[src/verilog/sdram_cmd_regs.svh]
`ifndef SDRAM_CMD_REGS_SVH
`define SDRAM_CMD_REGS_SVH

// Clock period of clk in picoseconds (40 MHz)
`define CLK_PERIOD_PS 25000

// Bank timing in nanoseconds
`define PRECHARGE_PERIOD_NS 20
`define ROW_TO_COLUMN_DELAY_NS 20
`define ROW_CYCLE_PERIOD_NS 70

// Timing in clocks
`define WRITE_RECOVERY_CLK 2
`define MODE_ACCESS_CLK 2

// Least time in ns rounded up to whole clocks
`define CYCLES_MIN(ns) ((((ns) * 1000) + `CLK_PERIOD_PS - 1) / `CLK_PERIOD_PS)
`define PRECHARGE_PERIOD_CYC `CYCLES_MIN(`PRECHARGE_PERIOD_NS)
`define ROW_TO_COLUMN_DELAY_CYC `CYCLES_MIN(`ROW_TO_COLUMN_DELAY_NS)
`define ROW_CYCLE_PERIOD_CYC `CYCLES_MIN(`ROW_CYCLE_PERIOD_NS)

// Address fields
`define AUTO_PRECHARGE_BIT 10
`define BURST_LEN_MSB 2
`define BURST_LEN_LSB 0
`define COLUMN_MSB 9
`define BURST_FULL_PAGE 3'h7

// Reset values
`define MODE_VALUE_RESET 13'h0000

`endif

[src/verilog/sdram_cmd_pkg.sv]
package sdram_cmd_pkg;

  // Per-bank state, one-hot
  typedef enum logic [7:0] {
    BANK_IDLE = 8'h01,
    BANK_ACTIVATING = 8'h02,
    BANK_ACTIVE = 8'h04,
    BANK_READ = 8'h08,
    BANK_WRITE = 8'h10,
    BANK_READ_AP = 8'h20,
    BANK_WRITE_AP = 8'h40,
    BANK_PRECHARGING = 8'h80
  } bank_state_type;

  // Device-wide state, one-hot
  typedef enum logic [3:0] {
    DEV_NORMAL = 4'h1,
    DEV_REFRESHING = 4'h2,
    DEV_MODE_ACCESS = 4'h4,
    DEV_SELF_REFRESH = 4'h8
  } dev_state_type;

  // Decoded command
  typedef enum logic [2:0] {
    CMD_NOP = 3'h0,
    CMD_BURST_STOP = 3'h1,
    CMD_READ = 3'h2,
    CMD_WRITE = 3'h3,
    CMD_ACTIVATE = 3'h4,
    CMD_PRECHARGE = 3'h5,
    CMD_REFRESH = 3'h6,
    CMD_MODE = 3'h7
  } cmd_type;

endpackage

[src/verilog/sdram_bank_fsm.sv]
// Summary of operation
// - Decode only when clock enable high twice, except refresh with clock enable falling
// - Activate on idle bank latches row
// - Refresh from idle, nop returns after cycle
// - Refresh and mode need all banks idle
// - Illegality judged per addressed bank state, burst stop against every bank state
// - Precharge to idle bank is nop
// - Precharge closes active bank, A10 all
// - Read or write starts burst, samples flag
// - Activating bank rejects commands until delay
// - Burst runs out, back to active
// - Burst stop ends burst, stays active
// - New read or write restarts burst
// - Precharge during read uses read timing
// - Precharge during write adds write recovery
// - Auto precharge burst rejects interrupting commands
// - Mode access idles after two nop clocks
// - Clock enable low on refresh: self refresh
`timescale 1ns/1ps
`include "sdram_cmd_regs.svh"

module sdram_bank_fsm (
  // Clock and reset
  input wire logic clk,
  input wire logic rstn,
  // Command pins
  input wire logic cke,
  input wire logic cs_n,
  input wire logic ras_n,
  input wire logic cas_n,
  input wire logic we_n,
  input wire logic [1:0] ba,
  input wire logic [12:0] addr,
  // Tracked state
  output sdram_cmd_pkg::bank_state_type bank_state [4],
  output sdram_cmd_pkg::dev_state_type dev_state,
  output logic [12:0] row_addr_value [4],
  output logic [9:0] column_addr_value [4],
  output logic [3:0] auto_precharge_flag,
  output logic [12:0] mode_value,
  output logic illegal_cmd
);

  ////////////////////////////////////////////////////////////////////////////
  // Helpers

  // Strobe decode; deselect counts as nop
  function automatic sdram_cmd_pkg::cmd_type decode_cmd(input logic cs,
      input logic ras, input logic cas, input logic we);
    sdram_cmd_pkg::cmd_type c;
    c = sdram_cmd_pkg::CMD_NOP;
    if (!cs) begin
      unique case ({ras, cas, we})
        3'h7: c = sdram_cmd_pkg::CMD_NOP;
        3'h6: c = sdram_cmd_pkg::CMD_BURST_STOP;
        3'h5: c = sdram_cmd_pkg::CMD_READ;
        3'h4: c = sdram_cmd_pkg::CMD_WRITE;
        3'h3: c = sdram_cmd_pkg::CMD_ACTIVATE;
        3'h2: c = sdram_cmd_pkg::CMD_PRECHARGE;
        3'h1: c = sdram_cmd_pkg::CMD_REFRESH;
        3'h0: c = sdram_cmd_pkg::CMD_MODE;
      endcase
    end
    return c;
  endfunction

  // Beats left after the first, from the burst length code
  function automatic logic [3:0] burst_beats(input logic [2:0] code);
    logic [3:0] n;
    unique case (code)
      3'h0: n = 4'h0;
      3'h1: n = 4'h1;
      3'h2: n = 4'h3;
      3'h3: n = 4'h7;
      default: n = 4'h0;
    endcase
    return n;
  endfunction

  // Counter step toward zero
  function automatic logic [3:0] step_down(input logic [3:0] v);
    return (v == 4'h0) ? 4'h0 : 4'(v - 4'h1);
  endfunction

  ////////////////////////////////////////////////////////////////////////////
  // Timing loads (count minus one, the command cycle itself counts)

  localparam logic [3:0] RCD_LOAD = 4'(`ROW_TO_COLUMN_DELAY_CYC - 1);
  localparam logic [3:0] RP_LOAD = 4'(`PRECHARGE_PERIOD_CYC - 1);
  localparam logic [3:0] WRP_LOAD = 4'(`WRITE_RECOVERY_CLK + `PRECHARGE_PERIOD_CYC - 1);
  localparam logic [3:0] RC_LOAD = 4'(`ROW_CYCLE_PERIOD_CYC - 1);
  localparam logic [3:0] MA_LOAD = 4'(`MODE_ACCESS_CLK - 1);

  ////////////////////////////////////////////////////////////////////////////
  // State

  sdram_cmd_pkg::bank_state_type bank_state_reg [4];
  sdram_cmd_pkg::bank_state_type bank_state_next [4];
  logic [3:0] timer_reg [4];
  logic [3:0] timer_next [4];
  logic [3:0] burst_reg [4];
  logic [3:0] burst_next [4];
  logic [12:0] row_reg [4];
  logic [12:0] row_next [4];
  logic [9:0] col_reg [4];
  logic [9:0] col_next [4];
  logic [3:0] ap_reg;
  logic [3:0] ap_next;
  sdram_cmd_pkg::dev_state_type dev_state_reg;
  sdram_cmd_pkg::dev_state_type dev_state_next;
  logic [3:0] dev_timer_reg;
  logic [3:0] dev_timer_next;
  logic [12:0] mode_reg;
  logic [12:0] mode_next;
  logic cke_prev_reg;
  logic illegal_reg;
  logic illegal_next;

  sdram_cmd_pkg::cmd_type cmd;
  logic cke_ok;
  logic all_idle;
  logic full_page;

  ////////////////////////////////////////////////////////////////////////////
  // Command qualification

  assign cmd = decode_cmd(cs_n, ras_n, cas_n, we_n);
  assign cke_ok = cke_prev_reg & cke;
  assign full_page = (mode_reg[`BURST_LEN_MSB:`BURST_LEN_LSB] == `BURST_FULL_PAGE);
  assign all_idle = (bank_state_reg[0] == sdram_cmd_pkg::BANK_IDLE) &&
                    (bank_state_reg[1] == sdram_cmd_pkg::BANK_IDLE) &&
                    (bank_state_reg[2] == sdram_cmd_pkg::BANK_IDLE) &&
                    (bank_state_reg[3] == sdram_cmd_pkg::BANK_IDLE) &&
                    (dev_state_reg == sdram_cmd_pkg::DEV_NORMAL);

  ////////////////////////////////////////////////////////////////////////////
  // Next state of banks and device

  always_comb begin
    logic sel;
    logic hit;
    logic bank_ill;
    logic last;
    sel = 1'b0;
    hit = 1'b0;
    bank_ill = 1'b0;
    last = 1'b0;
    bank_state_next = bank_state_reg;
    timer_next = timer_reg;
    burst_next = burst_reg;
    row_next = row_reg;
    col_next = col_reg;
    ap_next = ap_reg;
    dev_state_next = dev_state_reg;
    dev_timer_next = dev_timer_reg;
    mode_next = mode_reg;
    illegal_next = 1'b0;
    // Banks move only in normal operation with clock enable held
    if (cke_ok && dev_state_reg == sdram_cmd_pkg::DEV_NORMAL) begin
      for (int b = 0; b < 4; b++) begin
        sel = (ba == 2'(b));
        hit = sel | (cmd == sdram_cmd_pkg::CMD_PRECHARGE && addr[`AUTO_PRECHARGE_BIT]);
        last = (burst_reg[b] == 4'h0) && !full_page;
        unique case (bank_state_reg[b])
          sdram_cmd_pkg::BANK_IDLE: begin
            if (sel && cmd == sdram_cmd_pkg::CMD_ACTIVATE) begin
              bank_state_next[b] = sdram_cmd_pkg::BANK_ACTIVATING;
              row_next[b] = addr;
              timer_next[b] = RCD_LOAD;
            end else if (sel && (cmd == sdram_cmd_pkg::CMD_READ ||
                cmd == sdram_cmd_pkg::CMD_WRITE)) begin
              bank_ill = 1'b1;
            end
            // Burst stop with nothing running is rejected
            if (cmd == sdram_cmd_pkg::CMD_BURST_STOP) begin
              bank_ill = 1'b1;
            end
          end
          sdram_cmd_pkg::BANK_ACTIVATING: begin
            if ((hit && cmd != sdram_cmd_pkg::CMD_REFRESH && cmd != sdram_cmd_pkg::CMD_MODE
                && cmd != sdram_cmd_pkg::CMD_NOP) || cmd == sdram_cmd_pkg::CMD_BURST_STOP) begin
              bank_ill = 1'b1;
            end
            if (timer_reg[b] == 4'h0) begin
              bank_state_next[b] = sdram_cmd_pkg::BANK_ACTIVE;
            end else begin
              timer_next[b] = step_down(timer_reg[b]);
            end
          end
          sdram_cmd_pkg::BANK_ACTIVE: begin
            if (sel && (cmd == sdram_cmd_pkg::CMD_READ || cmd == sdram_cmd_pkg::CMD_WRITE)) begin
              bank_state_next[b] = (cmd == sdram_cmd_pkg::CMD_READ) ?
                  sdram_cmd_pkg::BANK_READ : sdram_cmd_pkg::BANK_WRITE;
              col_next[b] = addr[`COLUMN_MSB:0];
              ap_next[b] = addr[`AUTO_PRECHARGE_BIT];
              burst_next[b] = burst_beats(mode_reg[`BURST_LEN_MSB:`BURST_LEN_LSB]);
              if (addr[`AUTO_PRECHARGE_BIT]) begin
                bank_state_next[b] = (cmd == sdram_cmd_pkg::CMD_READ) ?
                    sdram_cmd_pkg::BANK_READ_AP : sdram_cmd_pkg::BANK_WRITE_AP;
              end
            end else if (hit && cmd == sdram_cmd_pkg::CMD_PRECHARGE) begin
              bank_state_next[b] = sdram_cmd_pkg::BANK_PRECHARGING;
              timer_next[b] = RP_LOAD;
            end else if ((sel && cmd == sdram_cmd_pkg::CMD_ACTIVATE) ||
                cmd == sdram_cmd_pkg::CMD_BURST_STOP) begin
              bank_ill = 1'b1;
            end
          end
          sdram_cmd_pkg::BANK_READ, sdram_cmd_pkg::BANK_WRITE: begin
            // Controller spaces read/write turnaround and write recovery
            if (sel && (cmd == sdram_cmd_pkg::CMD_READ || cmd == sdram_cmd_pkg::CMD_WRITE)) begin
              bank_state_next[b] = (cmd == sdram_cmd_pkg::CMD_READ) ?
                  sdram_cmd_pkg::BANK_READ : sdram_cmd_pkg::BANK_WRITE;
              col_next[b] = addr[`COLUMN_MSB:0];
              ap_next[b] = addr[`AUTO_PRECHARGE_BIT];
              burst_next[b] = burst_beats(mode_reg[`BURST_LEN_MSB:`BURST_LEN_LSB]);
              if (addr[`AUTO_PRECHARGE_BIT]) begin
                bank_state_next[b] = (cmd == sdram_cmd_pkg::CMD_READ) ?
                    sdram_cmd_pkg::BANK_READ_AP : sdram_cmd_pkg::BANK_WRITE_AP;
              end
            end else if (hit && cmd == sdram_cmd_pkg::CMD_PRECHARGE) begin
              bank_state_next[b] = sdram_cmd_pkg::BANK_PRECHARGING;
              timer_next[b] = (bank_state_reg[b] == sdram_cmd_pkg::BANK_READ) ?
                  RP_LOAD : WRP_LOAD;
            end else if (cmd == sdram_cmd_pkg::CMD_BURST_STOP) begin
              bank_state_next[b] = sdram_cmd_pkg::BANK_ACTIVE;
            end else if (sel && cmd == sdram_cmd_pkg::CMD_ACTIVATE) begin
              bank_ill = 1'b1;
            end else if (last) begin
              bank_state_next[b] = sdram_cmd_pkg::BANK_ACTIVE;
            end else begin
              burst_next[b] = step_down(burst_reg[b]);
            end
          end
          sdram_cmd_pkg::BANK_READ_AP, sdram_cmd_pkg::BANK_WRITE_AP: begin
            if ((sel && cmd != sdram_cmd_pkg::CMD_NOP && cmd != sdram_cmd_pkg::CMD_REFRESH &&
                cmd != sdram_cmd_pkg::CMD_MODE) || (hit && cmd == sdram_cmd_pkg::CMD_PRECHARGE)
                || cmd == sdram_cmd_pkg::CMD_BURST_STOP) begin
              bank_ill = 1'b1;
            end
            if (last) begin
              bank_state_next[b] = sdram_cmd_pkg::BANK_PRECHARGING;
              timer_next[b] = (bank_state_reg[b] == sdram_cmd_pkg::BANK_READ_AP) ?
                  RP_LOAD : WRP_LOAD;
            end else begin
              burst_next[b] = step_down(burst_reg[b]);
            end
          end
          sdram_cmd_pkg::BANK_PRECHARGING: begin
            if ((sel && (cmd == sdram_cmd_pkg::CMD_READ || cmd == sdram_cmd_pkg::CMD_WRITE ||
                cmd == sdram_cmd_pkg::CMD_ACTIVATE)) || cmd == sdram_cmd_pkg::CMD_BURST_STOP) begin
              bank_ill = 1'b1;
            end
            // A repeated precharge does not restart the period
            if (timer_reg[b] == 4'h0) begin
              bank_state_next[b] = sdram_cmd_pkg::BANK_IDLE;
            end else begin
              timer_next[b] = step_down(timer_reg[b]);
            end
          end
        endcase
      end
    end
    // Device-wide refresh, mode access and self refresh
    unique case (dev_state_reg)
      sdram_cmd_pkg::DEV_NORMAL: begin
        if (cmd == sdram_cmd_pkg::CMD_REFRESH || cmd == sdram_cmd_pkg::CMD_MODE) begin
          if (cke_prev_reg && !all_idle) begin
            illegal_next = 1'b1;
          end else if (cke_ok && cmd == sdram_cmd_pkg::CMD_REFRESH) begin
            dev_state_next = sdram_cmd_pkg::DEV_REFRESHING;
            dev_timer_next = RC_LOAD;
          end else if (cke_prev_reg && cmd == sdram_cmd_pkg::CMD_REFRESH) begin
            dev_state_next = sdram_cmd_pkg::DEV_SELF_REFRESH;
          end else if (cke_ok) begin
            dev_state_next = sdram_cmd_pkg::DEV_MODE_ACCESS;
            dev_timer_next = MA_LOAD;
            mode_next = addr;
          end
        end
      end
      sdram_cmd_pkg::DEV_REFRESHING, sdram_cmd_pkg::DEV_MODE_ACCESS: begin
        if (cke_ok) begin
          // Burst stop strobes count as a nop while refreshing
          if (cmd != sdram_cmd_pkg::CMD_NOP && !(cmd == sdram_cmd_pkg::CMD_BURST_STOP &&
              dev_state_reg == sdram_cmd_pkg::DEV_REFRESHING)) begin
            illegal_next = 1'b1;
          end
          if (dev_timer_reg == 4'h0) begin
            dev_state_next = sdram_cmd_pkg::DEV_NORMAL;
          end else begin
            dev_timer_next = step_down(dev_timer_reg);
          end
        end
      end
      sdram_cmd_pkg::DEV_SELF_REFRESH: begin
        // Exit waits one row cycle like a refresh
        if (!cke_prev_reg && cke) begin
          dev_state_next = sdram_cmd_pkg::DEV_REFRESHING;
          dev_timer_next = RC_LOAD;
        end
      end
    endcase
    if (bank_ill) begin
      illegal_next = 1'b1;
    end
  end

  ////////////////////////////////////////////////////////////////////////////
  // Registers

  always_ff @(posedge clk) begin
    if (!rstn) begin
      for (int b = 0; b < 4; b++) begin
        bank_state_reg[b] <= sdram_cmd_pkg::BANK_IDLE;
        timer_reg[b] <= 4'h0;
        burst_reg[b] <= 4'h0;
        row_reg[b] <= 13'h0000;
        col_reg[b] <= 10'h000;
      end
      ap_reg <= 4'h0;
      dev_state_reg <= sdram_cmd_pkg::DEV_NORMAL;
      dev_timer_reg <= 4'h0;
      mode_reg <= `MODE_VALUE_RESET;
      cke_prev_reg <= 1'b0;
      illegal_reg <= 1'b0;
    end else begin
      bank_state_reg <= bank_state_next;
      timer_reg <= timer_next;
      burst_reg <= burst_next;
      row_reg <= row_next;
      col_reg <= col_next;
      ap_reg <= ap_next;
      dev_state_reg <= dev_state_next;
      dev_timer_reg <= dev_timer_next;
      mode_reg <= mode_next;
      cke_prev_reg <= cke;
      illegal_reg <= illegal_next;
    end
  end

  // Outputs straight from the registers
  assign bank_state = bank_state_reg;
  assign dev_state = dev_state_reg;
  assign row_addr_value = row_reg;
  assign column_addr_value = col_reg;
  assign auto_precharge_flag = ap_reg;
  assign mode_value = mode_reg;
  assign illegal_cmd = illegal_reg;

endmodule // sdram_bank_fsm

[config.mk]
export PLATFORM = sky130hd
export DESIGN_NAME = sdram_bank_fsm
export DESIGN_NICKNAME = d
export VERILOG_FILES = /design/src/verilog/sdram_cmd_pkg.sv /design/src/verilog/sdram_bank_fsm.sv
export VERILOG_INCLUDE_DIRS = /design/src /design/src/verilog
export SDC_FILE = /design/constraint.sdc
export NUM_CORES = 1
export LEC_CHECK = 0
export ABC_AREA = 1
export BUFFER_PORTS_ARGS = -buffer_cell sky130_fd_sc_hd__clkbuf_2
export CAP_MARGIN = 5
export CORE_MARGIN = 2
export CORE_UTILIZATION = 45
export CTS_BUF_LIST = sky130_fd_sc_hd__clkbuf_4 sky130_fd_sc_hd__clkbuf_8 sky130_fd_sc_hd__clkbuf_16
export CTS_CLUSTER_DIAMETER = 150
export DETAILED_ROUTE_END_ITERATION = 8
export PLACE_DENSITY = 0.67
export SYNTH_ARGS = -nofsm -noshare
export SYNTH_HDL_FRONTEND = slang
export SYNTH_SLANG_ARGS = --single-unit
export TNS_END_PERCENT = 5
[constraint.sdc]
create_clock -name clk -period 3.9 [get_ports clk]
set_clock_uncertainty 0.15 [all_clocks]
set_input_delay 0.39 -clock clk [delete_from_list [all_inputs] [get_ports clk]]
set_output_delay 0.39 -clock clk [all_outputs]
set_load 0.02 [all_outputs]
==> results.tsv, run 1 <==
metric	value	unit
# Post-CTS Setup Buffers	0	
fin crit share	67.5	%
Final setup viols	0	
Synth Cell Area	9230	sq um
Worst setup SP type	register	
core area	20200	sq um
Data required, critical path	4110	ps
Design Area, Final	10800	sq um
Critical Path Fanout Max	26	
Internal Power	2.92	mW
buffers and inverters on the worst path	0	
post-synth top area cell	dfxtp_1	
Arr. time, crit path	2840	ps
NetSw	1.23	mW
crit-path most repeated cell	nand2_1	
delay-heaviest family, CP	simple AND/OR/NAND/NOR gates	
crit-path cells	nor2_1, nand2_1, nor4_1, nand2_1, nor2_2, o21ai_0, a21oi_1	
Synth Instances	1338	
# DRC	0	
overall power after layout	4.15	mW
leakage	4.92	nW
post-synthesis register bit count	183	
Worst-Skew Late Latency	430	ps
fmax	380	MHz
clock share of power	41.4	%
1st-iter DRT viols	608	
CTS buffer count	17	
dpl hpwl	19.7	mm
commonest non-fill, non-tap cell in the layout	nand2_1	
Worst slew margin	24.5	%
Tmin final	2630	ps
Post-CTS Resized	0	
GR Overflow Total	0	
Max-cap violations	0	
post-layout util	53.7	%
synth warn	0	
RSZ-0062 raised after global routing	no	
status	finished clean	
first-pass GRT wire length	42.4	mm
number of nets in the layout	1521	
WL final	26.5	mm
cts hold-fix bufs	0	
TritonRoute pass-1 iters	8	
Vias	9097	
most frequent cells in the layout	nand2_1 (246), dfxtp_1 (183), inv_1 (180), clkbuf_2 (166), a21oi_1 (162)	
HP Class	in -> reg	
wire per inst	15.0	microns
Fin. Hold Viols	0	
Clock Pin Slew Worst Setup and Hold Paths	80	ps
GPL Wtd Cong	0.935	
Die X	147	microns
CP Capture Type	register	
Max stage delay on crit path	750	ps
ANT cells	0	
Area contributors post-synth	dfxtp_1 (40%), nand2_1 (10%), a21oi_1 (8.8%), inv_1 (7.4%), o21ai_0 (6.9%)	
Slew @ Worst Pin	1130	ps
row cnt	52	
Longest Clk Path Bufs	2	
initial antenna violation count	0	
clock root buffer master	clkbuf_16	
Flop pwr share	46.5	%
Post-Syn Nets	1374	
largest net degree at the start of global routing	124	
vias in the first global route	8239	
syn avg cell area	6.90	sq um
Clock H-tree levels	4	
post-route ant nets	0	
Final TNS setup	0	ps
initial core utilization	45.8	%
clk sink count	183	
Fin Hold WS	62.8	ps
max reg flops	52	
Seq/Total Area, Yosys	39.7	%
total global-route track usage	24.2	%
final count of pins violating max slew	0	
Die ar.	21700	sq um
DP Area	10200	sq um
Die H	147	microns
Area Growth Syn to Fin	17.3	%
Gate power share	12.1	%
Max VDD drop	0.000346	V
PortBufs	167	
Crit-path slowest cell	nor2_2	
Worst Setup Path Type	reg -> reg	
pwr dens	384	nW/um^2
TritonCTS clock tree	done	
Distinct cells, synth	47	
share of the synthesized area in the top cell type	39.7	%
switching share of power	29.6	%
share of cells above drive strength 1	18.6	%
Via density	5.15	
IO Pins	168	
[worst paths after layout]
check | start | end | slack (ps) | depth (start not counted)
worst max register to register | bank_state[23]$_SDFFE_PN0P_ | row_addr_value[34]$_SDFFE_PN0P_ | 1270 | 7
worst max-delay path | bank_state[23]$_SDFFE_PN0P_ | row_addr_value[34]$_SDFFE_PN0P_ | 1270 | 7
worst min-delay path | cke | cke_prev_reg$_SDFF_PN0_ | 60 | 3
worst min register to register | column_addr_value[23]$_SDFFE_PN0P_ | column_addr_value[23]$_SDFFE_PN0P_ | 290 | 2
[per-stage QoR]
stage | instances | setup WS, ps
2_1_floorplan | 1338 | 1940
6_report | 1768 | 1270
4_1_cts | 1768 | 1260
3_3_place_gp | 1736 | 1310
5_1_grt | 1768 | 902
3_5_place_dp | 1736 | 1240
[Yosys cell counts (all sizes together)]
library cell    n
nand2         259
inv           197
dfxtp         183
a21oi         166
nor2          162
o21ai         143
nand3          53
a211oi         26
clkbuf         26
nor3           23
nand4          22
buf            16
o211ai         15
ha             14
nor3b           6
a31oi           5
o22ai           5
nor4            4
xnor2           4
xor2            2
a21o            1
a311oi          1
nand3b          1
o2111ai         1
o21a            1
o221ai          1
or2             1
[routing by layer]
layer / vias to the layer above / wire length (microns) / GRT usage [%]
li1: 4690 / - / -
met1: 4058 / 11600 / 31.3
met2: 309 / 12100 / 39.4
met3: 40 / 2410 / 8.17
met4: 0 / 432 / 5.58
met5: - / 0 / 0
[area by class of cell]
type	instances	area, sq um
clock buffers	18	439
fillers	1998	9350
multi-input cells	916	4630
flip-flops and latches	183	3660
clock inverters	14	151
well taps	270	338
inverters	197	739
repair buffers	170	861
[power groups by stage]
stage	clock network (mW)	registers (mW)	logic, mW
after global placement	0	1.97	0.493
after CTS	1.75	1.93	0.496
after floorplan	0	1.99	0.335
after detailed placement	0	1.97	0.492
after global routing	1.83	1.94	0.556
final	1.72	1.93	0.501
[tightest hold or removal path, delay by kind of cell]
family,cells,cell delay [ps]
buffers and inverters,2,150
and+or+nand+nor,1,60
[logic make-up (layout without fill, tap and decap cells)]
kind of cell / Yosys count / after routing / synth area share, %
simple gates: 531 / 531 / 25.8
compound gates: 365 / 365 / 22.0
buf+inv: 239 / 399 / 10.1
flops: 183 / 183 / 39.7
fa+ha+maj: 14 / 14 / 1.90
xor+xnor: 6 / 6 / 0.569
Power figures use the tool's default switching activity.
==> inputs of run 2 (changes only) <==
Settings changed: PLACE_DENSITY 0.67 to 0.69.
Clock period 3.9 ns to 2.1 ns, I/O delays scaled along.
==> run 2 against run 1 <==
Against the previous run:
- the flow now finishes with violations (negative hold slack)
- first-iteration DRC count rose by 5.1%
- sequential share of layout area fell by 3.1 points
- non-clock buffer count grew 101
- sequential power increased by 85%
- die area unchanged
- power is 89% higher
- maximum frequency rose by 28%
- clock-buffer cell count decreased by 1
- flip-flop and latch count did not move
- largest cell class unchanged
==> results.tsv, run 2 (synthesized netlist as in run 1, its figures left out) <==
metric	value	unit	change
Worst Setup Path Type	reg -> reg		
GR Overflow Total	0		unchanged
first-pass GRT wire length	43.9	mm	+3.5%
clock root buffer master	clkbuf_16		
Via density	5.14		about the same
1st-iter DRT viols	639		+5.1%
PortBufs	167		unchanged
most frequent cells in the layout	nand2_1 (227), inv_1 (176), dfxtp_1 (172), clkbuf_2 (166), a21oi_1 (159)		
failing checks	negative hold slack		
area of the multi-input gates	4900	sq um	+5.8%
vias in the first global route	8859		+7.5%
TritonRoute pass-1 iters	8		unchanged
CTS buffer count	17		unchanged
top sig layer	met4		
Hold Path End	mode_value[1]$_SDFFE_PN0P_		
internal reg-to-reg setup slack	50	ps	-1220 ps
Tmin final	2050	ps	-581 ps
Crit-path slowest cell	dfxtp_2		
Vias	9609		+5.6%
Worst setup SP type	register		
delay-heaviest family, CP	simple AND/OR/NAND/NOR gates		
Final TNS setup	0	ps	unchanged
hold path cells	3		unchanged
routed wl met3	2.39	mm	-0.66%
dpl hpwl	20.5	mm	+3.9%
Flop pwr share	45.5	%	-1.0 points
clk sink count	183		unchanged
Final setup viols	0		unchanged
WL final	28.0	mm	+5.5%
total global-route track usage	25.0	%	+0.74 points
Finished Layout Cells	1869		+5.7%
DP Area	10900	sq um	+6.2%
Design Area, Final	12000	sq um	+11%
Clock Pin Slew Worst Setup and Hold Paths	70	ps	about the same
Met2 Wirelength	12.8	mm	+5.7%
Gate power share	13.9	%	+1.8 points
overall power after layout	7.84	mW	+89%
initial antenna violation count	0		unchanged
worst r2r dst	burst_reg[4]$_SDFFE_PN0P_		
Data required, critical path	2280	ps	-1830 ps
clock share of power	40.6	%	-0.8 points
switching share of power	29.8	%	+0.18 points
DP Cell Count	1811		+4.3%
row cnt	52		unchanged
Clock H-tree levels	4		unchanged
wire per inst	15.0	microns	-0.25%
share of cells above drive strength 1	27.1	%	+8.5 points
Worst-Skew Late Latency	440	ps	about the same
GPL Wtd Cong	0.972		+4.0%
max reg flops	52		unchanged
met1 wire length	12.2	mm	+5.7%
Die X	147	microns	unchanged
largest net degree at the start of global routing	54		-56%
IO Pins	168		unchanged
HP Class	in -> reg		
core area	20200	sq um	unchanged
Die ar.	21700	sq um	unchanged
Fin Hold WS	-2.61	ps	-65.4 ps
Reg2Reg Depth	11		+4
post-route ant nets	0		unchanged
Max-cap violations	0		unchanged
final count of pins violating max slew	0		unchanged
# DRC	0		unchanged
Arr. time, crit path	2230	ps	-610 ps
fin crit share	97.7	%	+30 points
Internal Power	5.51	mW	+88%
CP Capture Type	register		
RSZ-0062 raised after global routing	yes		
post-layout util	59.4	%	+5.7 points
fmax	488	MHz	+28%
commonest non-fill, non-tap cell in the layout	nand2_1		
Fin. Hold Viols	1		+1
fill cell count	1900		-4.9%
NetSw	2.34	mW	+90%
Critical Path Fanout Max	5		-81%
Area Growth Syn to Fin	29.7	%	
ANT cells	0		unchanged
TritonCTS clock tree	done		
status	finished with violations		
Max VDD drop	0.000537	V	+55%
number of nets in the layout	1623		+6.7%
pwr dens	655	nW/um^2	+71%
leakage	5.47	nW	+11%
Reg area	3680	sq um	+0.38%
buffers and inverters on the worst path	2		+2
Max stage delay on crit path	340	ps	-410 ps
Longest Clk Path Bufs	2		unchanged
crit-path cells	inv_1, nand2_2, nor2_4, nand2_1, nand2_2, nor2_1, nor2_1, nand4_1, buf_4, o21ai_0, a21oi_1		
Slew @ Worst Pin	574	ps	-558 ps
hold path start	addr[1]		
Worst slew margin	61.3	%	+37 points
Die H	147	microns	unchanged
initial core utilization	45.8	%	unchanged
reg2reg start	bank_state[9]$_SDFFE_PN0P_		
-- run 2: layout make-up --
type,instances,share of cell area [%]
Timing Repair Buffer,271,14.4
Multi-Input combinational cell,917,40.9
Clock buffer,17,3.55
Clock inverter,14,1.31
Inverter,197,6.22
Sequential cell,183,30.7
Tap cell,270,2.82
-- run 2: power groups by stage --
stage	Clock (mW)	Sequential (mW)	Combinational, mW
after floorplan	0	3.70	0.621
after global placement	0	3.65	1.02
after detailed placement	0	3.65	1.03
after CTS	3.23	3.57	1.05
after global routing	3.37	3.58	1.22
final	3.18	3.57	1.09
-- run 2: how the worst max path moves through the flow --
stage	startpoint	endpoint	slack (ps)	depth (start not counted)
floorplan	dev_state[0]$_SDFFE_PN1P_	bank_state[9]$_SDFFE_PN0P_	140	11
global placement	bank_state[23]$_SDFFE_PN0P_	bank_state[23]$_SDFFE_PN0P_	-100	12
detailed placement	bank_state[23]$_SDFFE_PN0P_	bank_state[23]$_SDFFE_PN0P_	-120	12
CTS	bank_state[23]$_SDFFE_PN0P_	mode_value[4]$_SDFFE_PN0P_	-3	9
global route	dev_state[1]$_SDFFE_PN0P_	burst_reg[12]$_SDFFE_PN0P_	-40	10
finish	bank_state[9]$_SDFFE_PN0P_	burst_reg[4]$_SDFFE_PN0P_	50	11
-- run 2: per-stage QoR --
stage	hold WS, ps	setup WS [ps]
6_report	-2.61	49.0
5_1_grt	14.5	-38.5
4_1_cts	0.812	-2.89
3_5_place_dp	285	-118
2_1_floorplan	153	137
3_3_place_gp	280	-97.2
-- run 2: worst min-delay path, stage by stage --
cell	delay, ps
clkbuf_2	140
o21ai_1	140
a21oi_1	40
-- run 2: timing repair --
action / CTS / global route
cloned: 0 / 2
hold endpoints to repair: 36 / 0
pin swaps: 0 / 17
gates resized for setup: 6 / 88
hold buffers: 12 / 0
setup buffers: 0 / 13
endpoints found under the setup margin: 15 / 133
-- run 2: layer usage --
metal	up-vias	global-route usage (%)
li1	4911	-
met2	322	40.8
met1	4327	31.5
met5	-	0
met4	0	7.98
met3	49	7.89
